===== src/rtl/drc_defs.svh =====
// Purpose: named constants of the refresh controller
// Assumes: included by the package and the design modules
// Notes:   definitions only
`ifndef DRC_DEFS_SVH
`define DRC_DEFS_SVH

// ************************************************************
// register map
// ************************************************************
`define DRC_CTRL_ADDR   8'h36
`define DRC_CTRL_RESET  8'hc0
`define DRC_ON_BIT      7
`define DRC_XW_BIT      6
`define DRC_SEL_HI_BIT  1
`define DRC_SEL_LO_BIT  0
`define DRC_RDATA_IDLE  8'h00

// ************************************************************
// interval in clock states per code
// ************************************************************
`define DRC_IVL_00      7'h0a
`define DRC_IVL_01      7'h14
`define DRC_IVL_10      7'h28
`define DRC_IVL_11      7'h50
`define DRC_SEL_RESET   2'h0
`define DRC_CNT_W_MIN   7
`define DRC_ROW_RESET   8'h00

`endif


===== src/rtl/drc_pkg.sv =====
// Purpose: types and shared decode of the refresh controller
// Assumes: drc_defs.svh holds the numbers
// Notes:   one-hot sequencer states
`include "drc_defs.svh"

package drc_pkg;

    // one-hot refresh cycle states
    typedef enum logic [3:0] {
        DRC_IDLE = 4'h1,
        DRC_T1   = 4'h2,
        DRC_T2   = 4'h4,
        DRC_TW   = 4'h8
    } drc_state_t;

    // interval code to clock states
    function automatic logic [6:0] drc_ivl(input logic [1:0] sel);
        case (sel)
            2'h0:    drc_ivl = `DRC_IVL_00;
            2'h1:    drc_ivl = `DRC_IVL_01;
            2'h2:    drc_ivl = `DRC_IVL_10;
            default: drc_ivl = `DRC_IVL_11;
        endcase
    endfunction

endpackage


===== src/rtl/drc_tmr_if.sv =====
// Purpose: carries interval select and expiry between controller and timer
// Assumes: single clock domain
// Notes:   expire is a one-cycle pulse
`timescale 1ns/1ps

interface drc_tmr_if;
    logic [1:0] sel;
    logic       expire;
    modport tmr (input sel, output expire);
    modport ctl (output sel, input expire);
endinterface


===== src/rtl/drc_timer.sv =====
// Purpose: free-running refresh interval timer
// Assumes: sel comes from a flop in the controller
// Notes:   new sel takes effect at the next expiry
`timescale 1ns/1ps
`include "drc_defs.svh"

module drc_timer
    import drc_pkg::*;
#(
    parameter int CNT_W = 7
) (
    input  wire logic clk,
    input  wire logic rstn,
    drc_tmr_if.tmr    t
);

    // refuse counters too narrow for the longest interval
    if (CNT_W < `DRC_CNT_W_MIN) begin : g_bad_width
        $error("drc_timer: CNT_W too small");
    end

    typedef struct packed {
        logic [CNT_W-1:0] cnt;
        logic             expire;
    } drc_tmr_t;

    drc_tmr_t q;
    drc_tmr_t next_q;

    assign t.expire = q.expire;

    // ************************************************************
    // counting
    // ************************************************************
    // runs on its own
    // counts on regardless of bus, sleep or enable state
    always_comb begin
        next_q = q;
        next_q.expire = 1'b0;
        if (q.cnt == '0) begin
            next_q.cnt    = CNT_W'(drc_ivl(t.sel) - 7'h01);
            next_q.expire = 1'b1;
        end else begin
            next_q.cnt = q.cnt - CNT_W'(1);
        end
    end

    // state register
    always_ff @(posedge clk or negedge rstn) begin
        if (!rstn) begin
            q.cnt    <= CNT_W'(`DRC_IVL_00 - 7'h01);
            q.expire <= 1'b0;
        end else begin
            q <= next_q;
        end
    end
endmodule // drc_timer


===== src/rtl/drc_refresh.sv =====
// Purpose: dynamic RAM refresh controller inserted between machine cycles
// Assumes: inputs synchronous to clk; mcycle_end pulses at each
//          machine-cycle boundary; busy stalls the bus sequencer
// Notes:   LATER_REV selects keeping one request across bus release
//
// Operation
// - drive 8-bit row on low address lines
// - interval timer runs independent of instructions
// - insert refresh at next machine-cycle boundary
// - refresh strobe low during each cycle
// - extra-wait bit 6: 2 or 3 clocks
// - bus waits never stretch the refresh cycle
// - enable bit 7 gates all insertion
// - bits 1:0 pick 10/20/40/80 states
// - reset default: every 10, 3 long
// - no refresh in reset, release, sleep, wait
// - timer keeps counting during bus release
// - sleep keeps latest request, runs after wake
// - row advances only on performed cycles
// - later revision keeps one release request
`timescale 1ns/1ps
`include "drc_defs.svh"

module drc_refresh
    import drc_pkg::*;
#(
    parameter int CNT_W     = 7,
    parameter bit LATER_REV = 1'b1
) (
    input  wire logic       clk,
    input  wire logic       rstn,
    input  wire logic [7:0] io_addr,
    input  wire logic       io_wr,
    input  wire logic       io_rd,
    input  wire logic [7:0] io_wdata,
    output logic      [7:0] io_rdata,
    input  wire logic       mcycle_end,
    input  wire logic       bus_release_request_n,
    input  wire logic       sleep_mode,
    input  wire logic       wait_state,
    output logic            refresh_n,
    output logic      [7:0] ref_addr,
    output logic            ref_addr_oe,
    output logic            busy
);

    // ************************************************************
    // state
    // ************************************************************
    typedef struct packed {
        drc_state_t st;
        logic       refresh_on;
        logic       refresh_extra_wait;
        logic       interval_sel_hi;
        logic       interval_sel_lo;
        logic       pend;
        logic       cyc_w;
        logic [7:0] row;
        logic       refresh_n;
        logic       addr_oe;
        logic       busy;
        logic [7:0] rdata;
    } drc_main_t;

    drc_main_t q;
    drc_main_t next_q;

    drc_tmr_if tif ();

    logic released;
    logic ctrl_hit;
    logic go;
    logic cyc_done;

    // refuse a timer too narrow for the longest interval
    if (CNT_W < `DRC_CNT_W_MIN) begin : g_bad_cnt_w
        $error("drc_refresh: CNT_W too small");
    end

    // ************************************************************
    // interval timer
    // ************************************************************
    // interval select
    // the timer takes the field straight from the control flops
    assign tif.sel = {q.interval_sel_hi, q.interval_sel_lo};

    drc_timer #(
        .CNT_W (CNT_W)
    ) u_timer (
        .clk  (clk),
        .rstn (rstn),
        .t    (tif.tmr)
    );

    // ************************************************************
    // decode
    // ************************************************************
    // bus held by an external requester while the request is low
    assign released = !bus_release_request_n;
    assign ctrl_hit = (io_addr == `DRC_CTRL_ADDR);

    // suppression terms
    // a start needs a boundary and a quiet bus; the wait term only
    // delays the start, it never enters the cycle itself
    assign go = (q.st == DRC_IDLE) && q.pend && q.refresh_on && mcycle_end
              && !released && !sleep_mode && !wait_state;

    // last clock of a cycle
    assign cyc_done = (q.st == DRC_TW) || ((q.st == DRC_T2) && !q.cyc_w);

    // ************************************************************
    // next state
    // ************************************************************
    always_comb begin
        next_q = q;

        // control register write
        if (io_wr && ctrl_hit) begin
            next_q.refresh_on         = io_wdata[`DRC_ON_BIT];
            next_q.refresh_extra_wait = io_wdata[`DRC_XW_BIT];
            next_q.interval_sel_hi    = io_wdata[`DRC_SEL_HI_BIT];
            next_q.interval_sel_lo    = io_wdata[`DRC_SEL_LO_BIT];
        end

        // control register read, reserved bits as zero
        next_q.rdata = `DRC_RDATA_IDLE;
        if (io_rd && ctrl_hit) begin
            next_q.rdata[`DRC_ON_BIT]     = q.refresh_on;
            next_q.rdata[`DRC_XW_BIT]     = q.refresh_extra_wait;
            next_q.rdata[`DRC_SEL_HI_BIT] = q.interval_sel_hi;
            next_q.rdata[`DRC_SEL_LO_BIT] = q.interval_sel_lo;
        end

        // pending request: clears first, a fresh expiry wins last
        if (go) begin
            next_q.pend = 1'b0;
        end
        if (released && !LATER_REV) begin
            next_q.pend = 1'b0;
        end
        // timer runs on
        // one flag, so a newer request simply replaces the older one
        if (tif.expire && q.refresh_on && (!released || LATER_REV)) begin
            next_q.pend = 1'b1;
        end
        // disable drops
        // clearing here keeps a later enable from running a stale request
        if (!q.refresh_on) begin
            next_q.pend = 1'b0;
        end

        // no wait stretch
        // wait_state is not looked at once the cycle has begun
        case (q.st)
            DRC_IDLE: begin
                if (go) begin
                    next_q.st    = DRC_T1;
                    next_q.cyc_w = q.refresh_extra_wait;
                end
            end
            DRC_T1: begin
                next_q.st = DRC_T2;
            end
            DRC_T2: begin
                next_q.st = q.cyc_w ? DRC_TW : DRC_IDLE;
            end
            DRC_TW: begin
                next_q.st = DRC_IDLE;
            end
            default: begin
                next_q.st = DRC_IDLE;
            end
        endcase

        // row advance
        // only a finished cycle moves the row; missed requests do not
        if (cyc_done) begin
            next_q.row = q.row + 8'h01;
        end

        // address drive
        // outputs follow the next state so they leave a flop directly
        next_q.refresh_n = (next_q.st == DRC_IDLE);
        next_q.addr_oe   = (next_q.st != DRC_IDLE);
        next_q.busy      = (next_q.st != DRC_IDLE);
    end

    // ************************************************************
    // registers
    // ************************************************************
    // reset defaults
    // reset yields interval code 00 and the extra wait state
    always_ff @(posedge clk or negedge rstn) begin
        if (!rstn) begin
            q.st                 <= DRC_IDLE;
            // each field is cut from the control reset byte
            q.refresh_on         <= 1'(`DRC_CTRL_RESET >> `DRC_ON_BIT);
            q.refresh_extra_wait <= 1'(`DRC_CTRL_RESET >> `DRC_XW_BIT);
            q.interval_sel_hi    <= 1'(`DRC_CTRL_RESET >> `DRC_SEL_HI_BIT);
            q.interval_sel_lo    <= 1'(`DRC_CTRL_RESET >> `DRC_SEL_LO_BIT);
            q.pend               <= 1'b0;
            q.cyc_w              <= 1'b0;
            q.row                <= `DRC_ROW_RESET;
            q.refresh_n          <= 1'b1;
            q.addr_oe            <= 1'b0;
            q.busy               <= 1'b0;
            q.rdata              <= `DRC_RDATA_IDLE;
        end else begin
            q <= next_q;
        end
    end

    // ************************************************************
    // outputs
    // ************************************************************
    assign io_rdata    = q.rdata;
    assign refresh_n   = q.refresh_n;
    assign ref_addr    = q.row;
    assign ref_addr_oe = q.addr_oe;
    assign busy        = q.busy;
endmodule // drc_refresh


===== config.mk =====
export PLATFORM = sky130hd
export DESIGN_NAME = drc_refresh
export DESIGN_NICKNAME = d
export VERILOG_FILES = /design/src/rtl/drc_pkg.sv /design/src/rtl/drc_tmr_if.sv /design/src/rtl/drc_timer.sv /design/src/rtl/drc_refresh.sv
export VERILOG_INCLUDE_DIRS = /design/src /design/src/rtl
export SDC_FILE = /design/constraint.sdc
export NUM_CORES = 1
export LEC_CHECK = 0
export BUFFER_PORTS_ARGS = -buffer_cell sky130_fd_sc_hd__buf_2
export CAP_MARGIN = 10
export CORE_UTILIZATION = 46
export CTS_CLUSTER_SIZE = 10
export DETAILED_ROUTE_END_ITERATION = 16
export HOLD_SLACK_MARGIN = 0.03
export MAX_ROUTING_LAYER = met4
export PLACE_DENSITY = 0.74
export SYNTH_ARGS = -nofsm -noshare
export SYNTH_HDL_FRONTEND = slang
export SYNTH_HIERARCHICAL = 1
export SYNTH_SLANG_ARGS = --single-unit

===== constraint.sdc =====
create_clock -name clk -period 1.9 [get_ports clk]
set_input_delay 0.38 -clock clk [delete_from_list [all_inputs] [get_ports clk]]
set_output_delay 0.38 -clock clk [all_outputs]
set_load 0.03 [all_outputs]

After elaboration in Yosys (flattened, before gate mapping)
Index checks and enable logic that the tools add are counted.
{"block": "totals", "in_bits": 24, "reg_bits": 32}
{"block": "op_classes", "muxes": 12, "reduce_logical": 17, "n_eq_ne": 10, "add_sub_neg": 3}
{"op": "$pmux W7 S3", "n": 1}
{"op": "$mux W7", "n": 2}
{"op": "$sub A7 B1 Y7 const B", "n": 2}
{"op": "$pmux W4 S3", "n": 1}
{"op": "$logic_and A1 B1 Y1", "n": 10}
{"op": "$add A8 B1 Y8 const B", "n": 1}
{"op": "$eq A4 B1 Y1 const B", "n": 2}
{"op": "$eq A8 B6 Y1 const B", "n": 1}
{"op": "$mux W4", "n": 2}
{"op": "$logic_not A7 Y1", "n": 1}
{"op": "$eq A4 B2 Y1 const B", "n": 1}
{"op": "$eq A4 B3 Y1 const B", "n": 1}
{"op": "$eq A4 B4 Y1 const B", "n": 1}
{"op": "$mux W1", "n": 4}
{"op": "$mux W2", "n": 2}
{"op": "$ne A4 B1 Y1 const B", "n": 1}
{"op": "$logic_not A1 Y1", "n": 3}
{"op": "$ne A3 B1 Y1 const B", "n": 1}
{"op": "$eq A2 B1 Y1 const B", "n": 1}
{"op": "$eq A2 B2 Y1 const B", "n": 1}
{"op": "$logic_not A2 Y1", "n": 1}
{"op": "$reduce_and A2 Y1", "n": 1}
{"op": "$logic_or A1 B1 Y1", "n": 1}

Logic depth before layout (Yosys ltp)
{"block": "logic_depth", "depth_word": 10, "depth_mapped": 7}

By module
Netlist, hierarchy kept.
{"module": "drc_refresh", "seq_area_each_um2": 605.6, "cells_each": 92, "n_inst": 1, "area_per_inst_um2": 1129.8}
{"module": "drc_timer", "seq_area_each_um2": 202.7, "cells_each": 39, "n_inst": 1, "area_per_inst_um2": 419.2}

Least setup slack after synthesis
OpenSTA, ideal clock, no wires.
{"block": "synth_timing", "path_type": "flip-flop to flip-flop", "start": "register u_timer/q[4] (netlist bit)", "end": "register u_timer/q[5] (netlist bit)", "arrival_time_ps": 1781, "path_stages_with_launch": 8, "period_less_slack_ps": 1910, "slack_ps": -10, "cell_sequence": "dfstp_2 > nor4_4 > and2_2 > a21oi_1 > ha_1 > or3b_2 > o21ai_0 > a211oi_1"}
{"item": "start: declaration", "line": "drc_timer.sv:27", "text": "drc_tmr_t q;"}
{"item": "start signal: assignment", "line": "drc_timer.sv:54", "text": "q <= next_q;"}

==> summary.md <==
| Metric | Value |
|---|---|
| Status | `finished, final reports clean` |
| CTS tree | `yes` |
| Crit end category | `flip-flop` |
| Synthesis-stage register bit count | `32` |
| Pre-CTS setup slack | `-30.6 ps` |
| Global-route wire length before repair | `4420 µm` |
| Slew Limit Fails | `0` |
| Worst hold margin | `76.3 ps` |
| Critical path destination | `u_timer/q[7]` |
| Setup tns final | `0 ps` |
| HP Class | `in -> async` |
| TritonCTS buffer count | `5` |
| Register Area | `808 µm²` |
| Min Clock Period, post-route | `1800 ps` |
| Antenna violations before repair | `0` |
| Worst reg2reg endpoint | `u_timer/q[7]` |
| Largest net degree at the start of global routing | `33` |
| Placed cells | `204` |
| Maxcap violations | `0` |
| Warnings, synthesis | `6` |
| CP max FO | `3` |
| Area contributors post-synth | `dfrtp_1 (42%), dfstp_2 (10%), buf_4 (8.2%)` |
| Peak VDD IR | `0.000466 V` |
| Final Hold Fails | `0` |
| Fraction of registers with async set or reset after synthesis | `100%` |
| Clock Latency Late Sink | `330 ps` |
| Total gr overflow | `0` |
| Pleak | `0.895 nW` |
| Synth top area share | `42.0%` |
| Area post-placement | `0.00173 mm²` |
| Layout cells sized above 1 | `43.8%` |
| H-tree lvl count | `2` |
| Period Utilization, post-route | `95.0%` |
| Core Region | `0.00313 mm²` |
| Sequential share of the synthesized area | `52.2%` |
| FF-to-FF setup slack | `100 ps` |
| Nets | `194` |
| Die area | `0.00360 mm²` |
| Detailed Route Iter0 Violations | `56` |
| Clock sinks | `32` |
| CP Data Required Time | `2170 ps` |
| Die Span Y | `60.0 µm` |
| Maximum clock insertion buffer count | `2` |
| Post-Route Utilization | `57.6%` |
| Starting Density | `49.5%` |
| Post-DR vias/cell | `4.96` |
| Area growth, synth to finish | `16.4%` |
| Post-DP HPWL | `1940 µm` |
| Unique cell type count in the Yosys netlist | `39` |
| N_diodes | `0` |
| Arrival time worst endpoint | `2070 ps` |
| Final setup vio count | `0` |
| # DRC | `0` |
| Non-filler cells in the finished layout | `213` |
| Post-DRT Antenna Nets | `0` |
| GRT Total Usage | `17.7%` |
| Worst r2r src | `u_timer/q[1]` |
| Syn_area_per_cell | `11.8 µm²` |
| Syn Std Cell Area | `0.00155 mm²` |
| Port Buffers | `34` |
| Met1 usage | `17.8%` |
| Count leader, synth | `dfrtp_1` |
| Design Area, Final | `0.00180 mm²` |
| # rows | `20` |
| Final RePlAce weighted congestion | `0.786` |
| Filler Cell Count | `276` |
| CP Launch Type | `flip-flop` |
| DR pass1 iterations | `2` |
| Clock root buffer | `clkbuf_4` |
| Busiest grt layer | `met2` |
| Synth Instances | `131` |
| GR Util met3 | `6.49%` |
| Hold-fix buffers, CTS | `0` |
| EDFF count, synth | `0` |
| RSZ-0062 raised after global routing | `yes` |
| Critical path class | `reg -> reg` |
| Register-to-Register Path Depth | `7` |
| Die Wd | `60.0 µm` |
| Routed Wire Length | `2640 µm` |
| Power density over the cells | `803 mW/mm²` |
| Multi-input logic area | `622 µm²` |
| Met2 Resource Use GR | `31.4%` |
| FMAX | `554 MHz` |
| Synth top cells by count | `dfrtp_1 (26), buf_4 (17), nand2_1 (7), xnor2_1 (7)` |
| Slew @ Worst Pin | `680 ps` |
| Clk slew on worst S/H paths | `90 ps` |
| Power after layout | `1.45 mW` |
| Final Skew | `9.24 ps` |
| Wire per inst | `12.4 µm` |
| Io pins | `43` |
| Fin worst setup slack | `95.2 ps` |
| Leading area contributor after synthesis | `dfrtp_1` |
| Most used DFF post-synth | `dfrtp_1` |
| Number of global-route vias before repair | `1,078` |
| Rel. slew slack | `54.7%` |
| Worst setup startpoint | `u_timer/q[1]` |
| Via count | `1,056` |
kinds of logic after synthesis:
kind of cell,share of synthesized area [%]
flops,52.2
other cells,0.242
fa+ha+maj,1.62
simple gates,18.3
buf+inv,9.69
compound gates,7.92
mux,5.01
xor+xnor,5.09
registers in the layout, summed over array words and instances (netlist names):
signal	flops
refresh_n	1
busy	1
u_timer/q	7
ref_addr	8
u_timer/t.expire	1
io_rdata	4
q	10
critical path, stage by stage, from the launching register on:
cell and delay [ps]:
dfstp_2 570, nor4_4 50, and2_4 140, a21oi_2 130, ha_2 200, or3b_4 380, mux2i_1 130, a22o_1 140
worst min-delay path by stage:
stage / slack [ps] / cells after the start / endpoint
global placement: 450 / 1 / busy
global route: 110 / 1 / busy
detailed placement: 460 / 1 / busy
CTS: 90 / 1 / busy
finish: 80 / 1 / busy
floorplan: 80 / 0 / busy
what timing repair did:
action / in CTS / in global routing
setup endpoints to repair: 2 / 2
buffers inserted: 1 / 0
pin swaps: 1 / 4
gates resized for setup: 3 / 2
gates cloned: 0 / 0
layer usage:
metal | part of all wire (%) | routed length, µm
met2 | 52 | 1380
met3 | 4.3 | 114
met4 | 1.7 | 46
met1 | 42 | 1110
met5 | 0 | 0
cell usage in the layout, fill, tap and decap left out, drive strengths merged, types with 3 or more instances in the layout:
cell	instances
nand2	7
xnor2	7
dfrtp	26
clkbuf	7
inv	6
buf	44
a211oi	3
and3	6
nor4	4
o21ai	4
conb	4
dfstp	6
nor2	3
or3b	3
nand4	5
nor3	3
mux2	6
area by class of cell:
| cell class | count | area share [%] |
|---|---|---|
| clock inverters | 1 | 0.278 |
| inverters | 6 | 1.25 |
| flip-flops and latches | 32 | 44.8 |
| well taps | 44 | 3.05 |
| multi-input cells | 79 | 34.5 |
| repair buffers | 44 | 13.6 |
| clock buffers | 7 | 2.50 |
power by group:
group / leakage [nW] / internal (mW) / switching, mW / total (mW)
Sequential: 0.415 / 0.760 / 0.0930 / 0.853
Combinational: 0.451 / 0.114 / 0.120 / 0.234
Clock: 0.0293 / 0.144 / 0.217 / 0.361
Note: power is estimated with default switching activity, not from simulation.
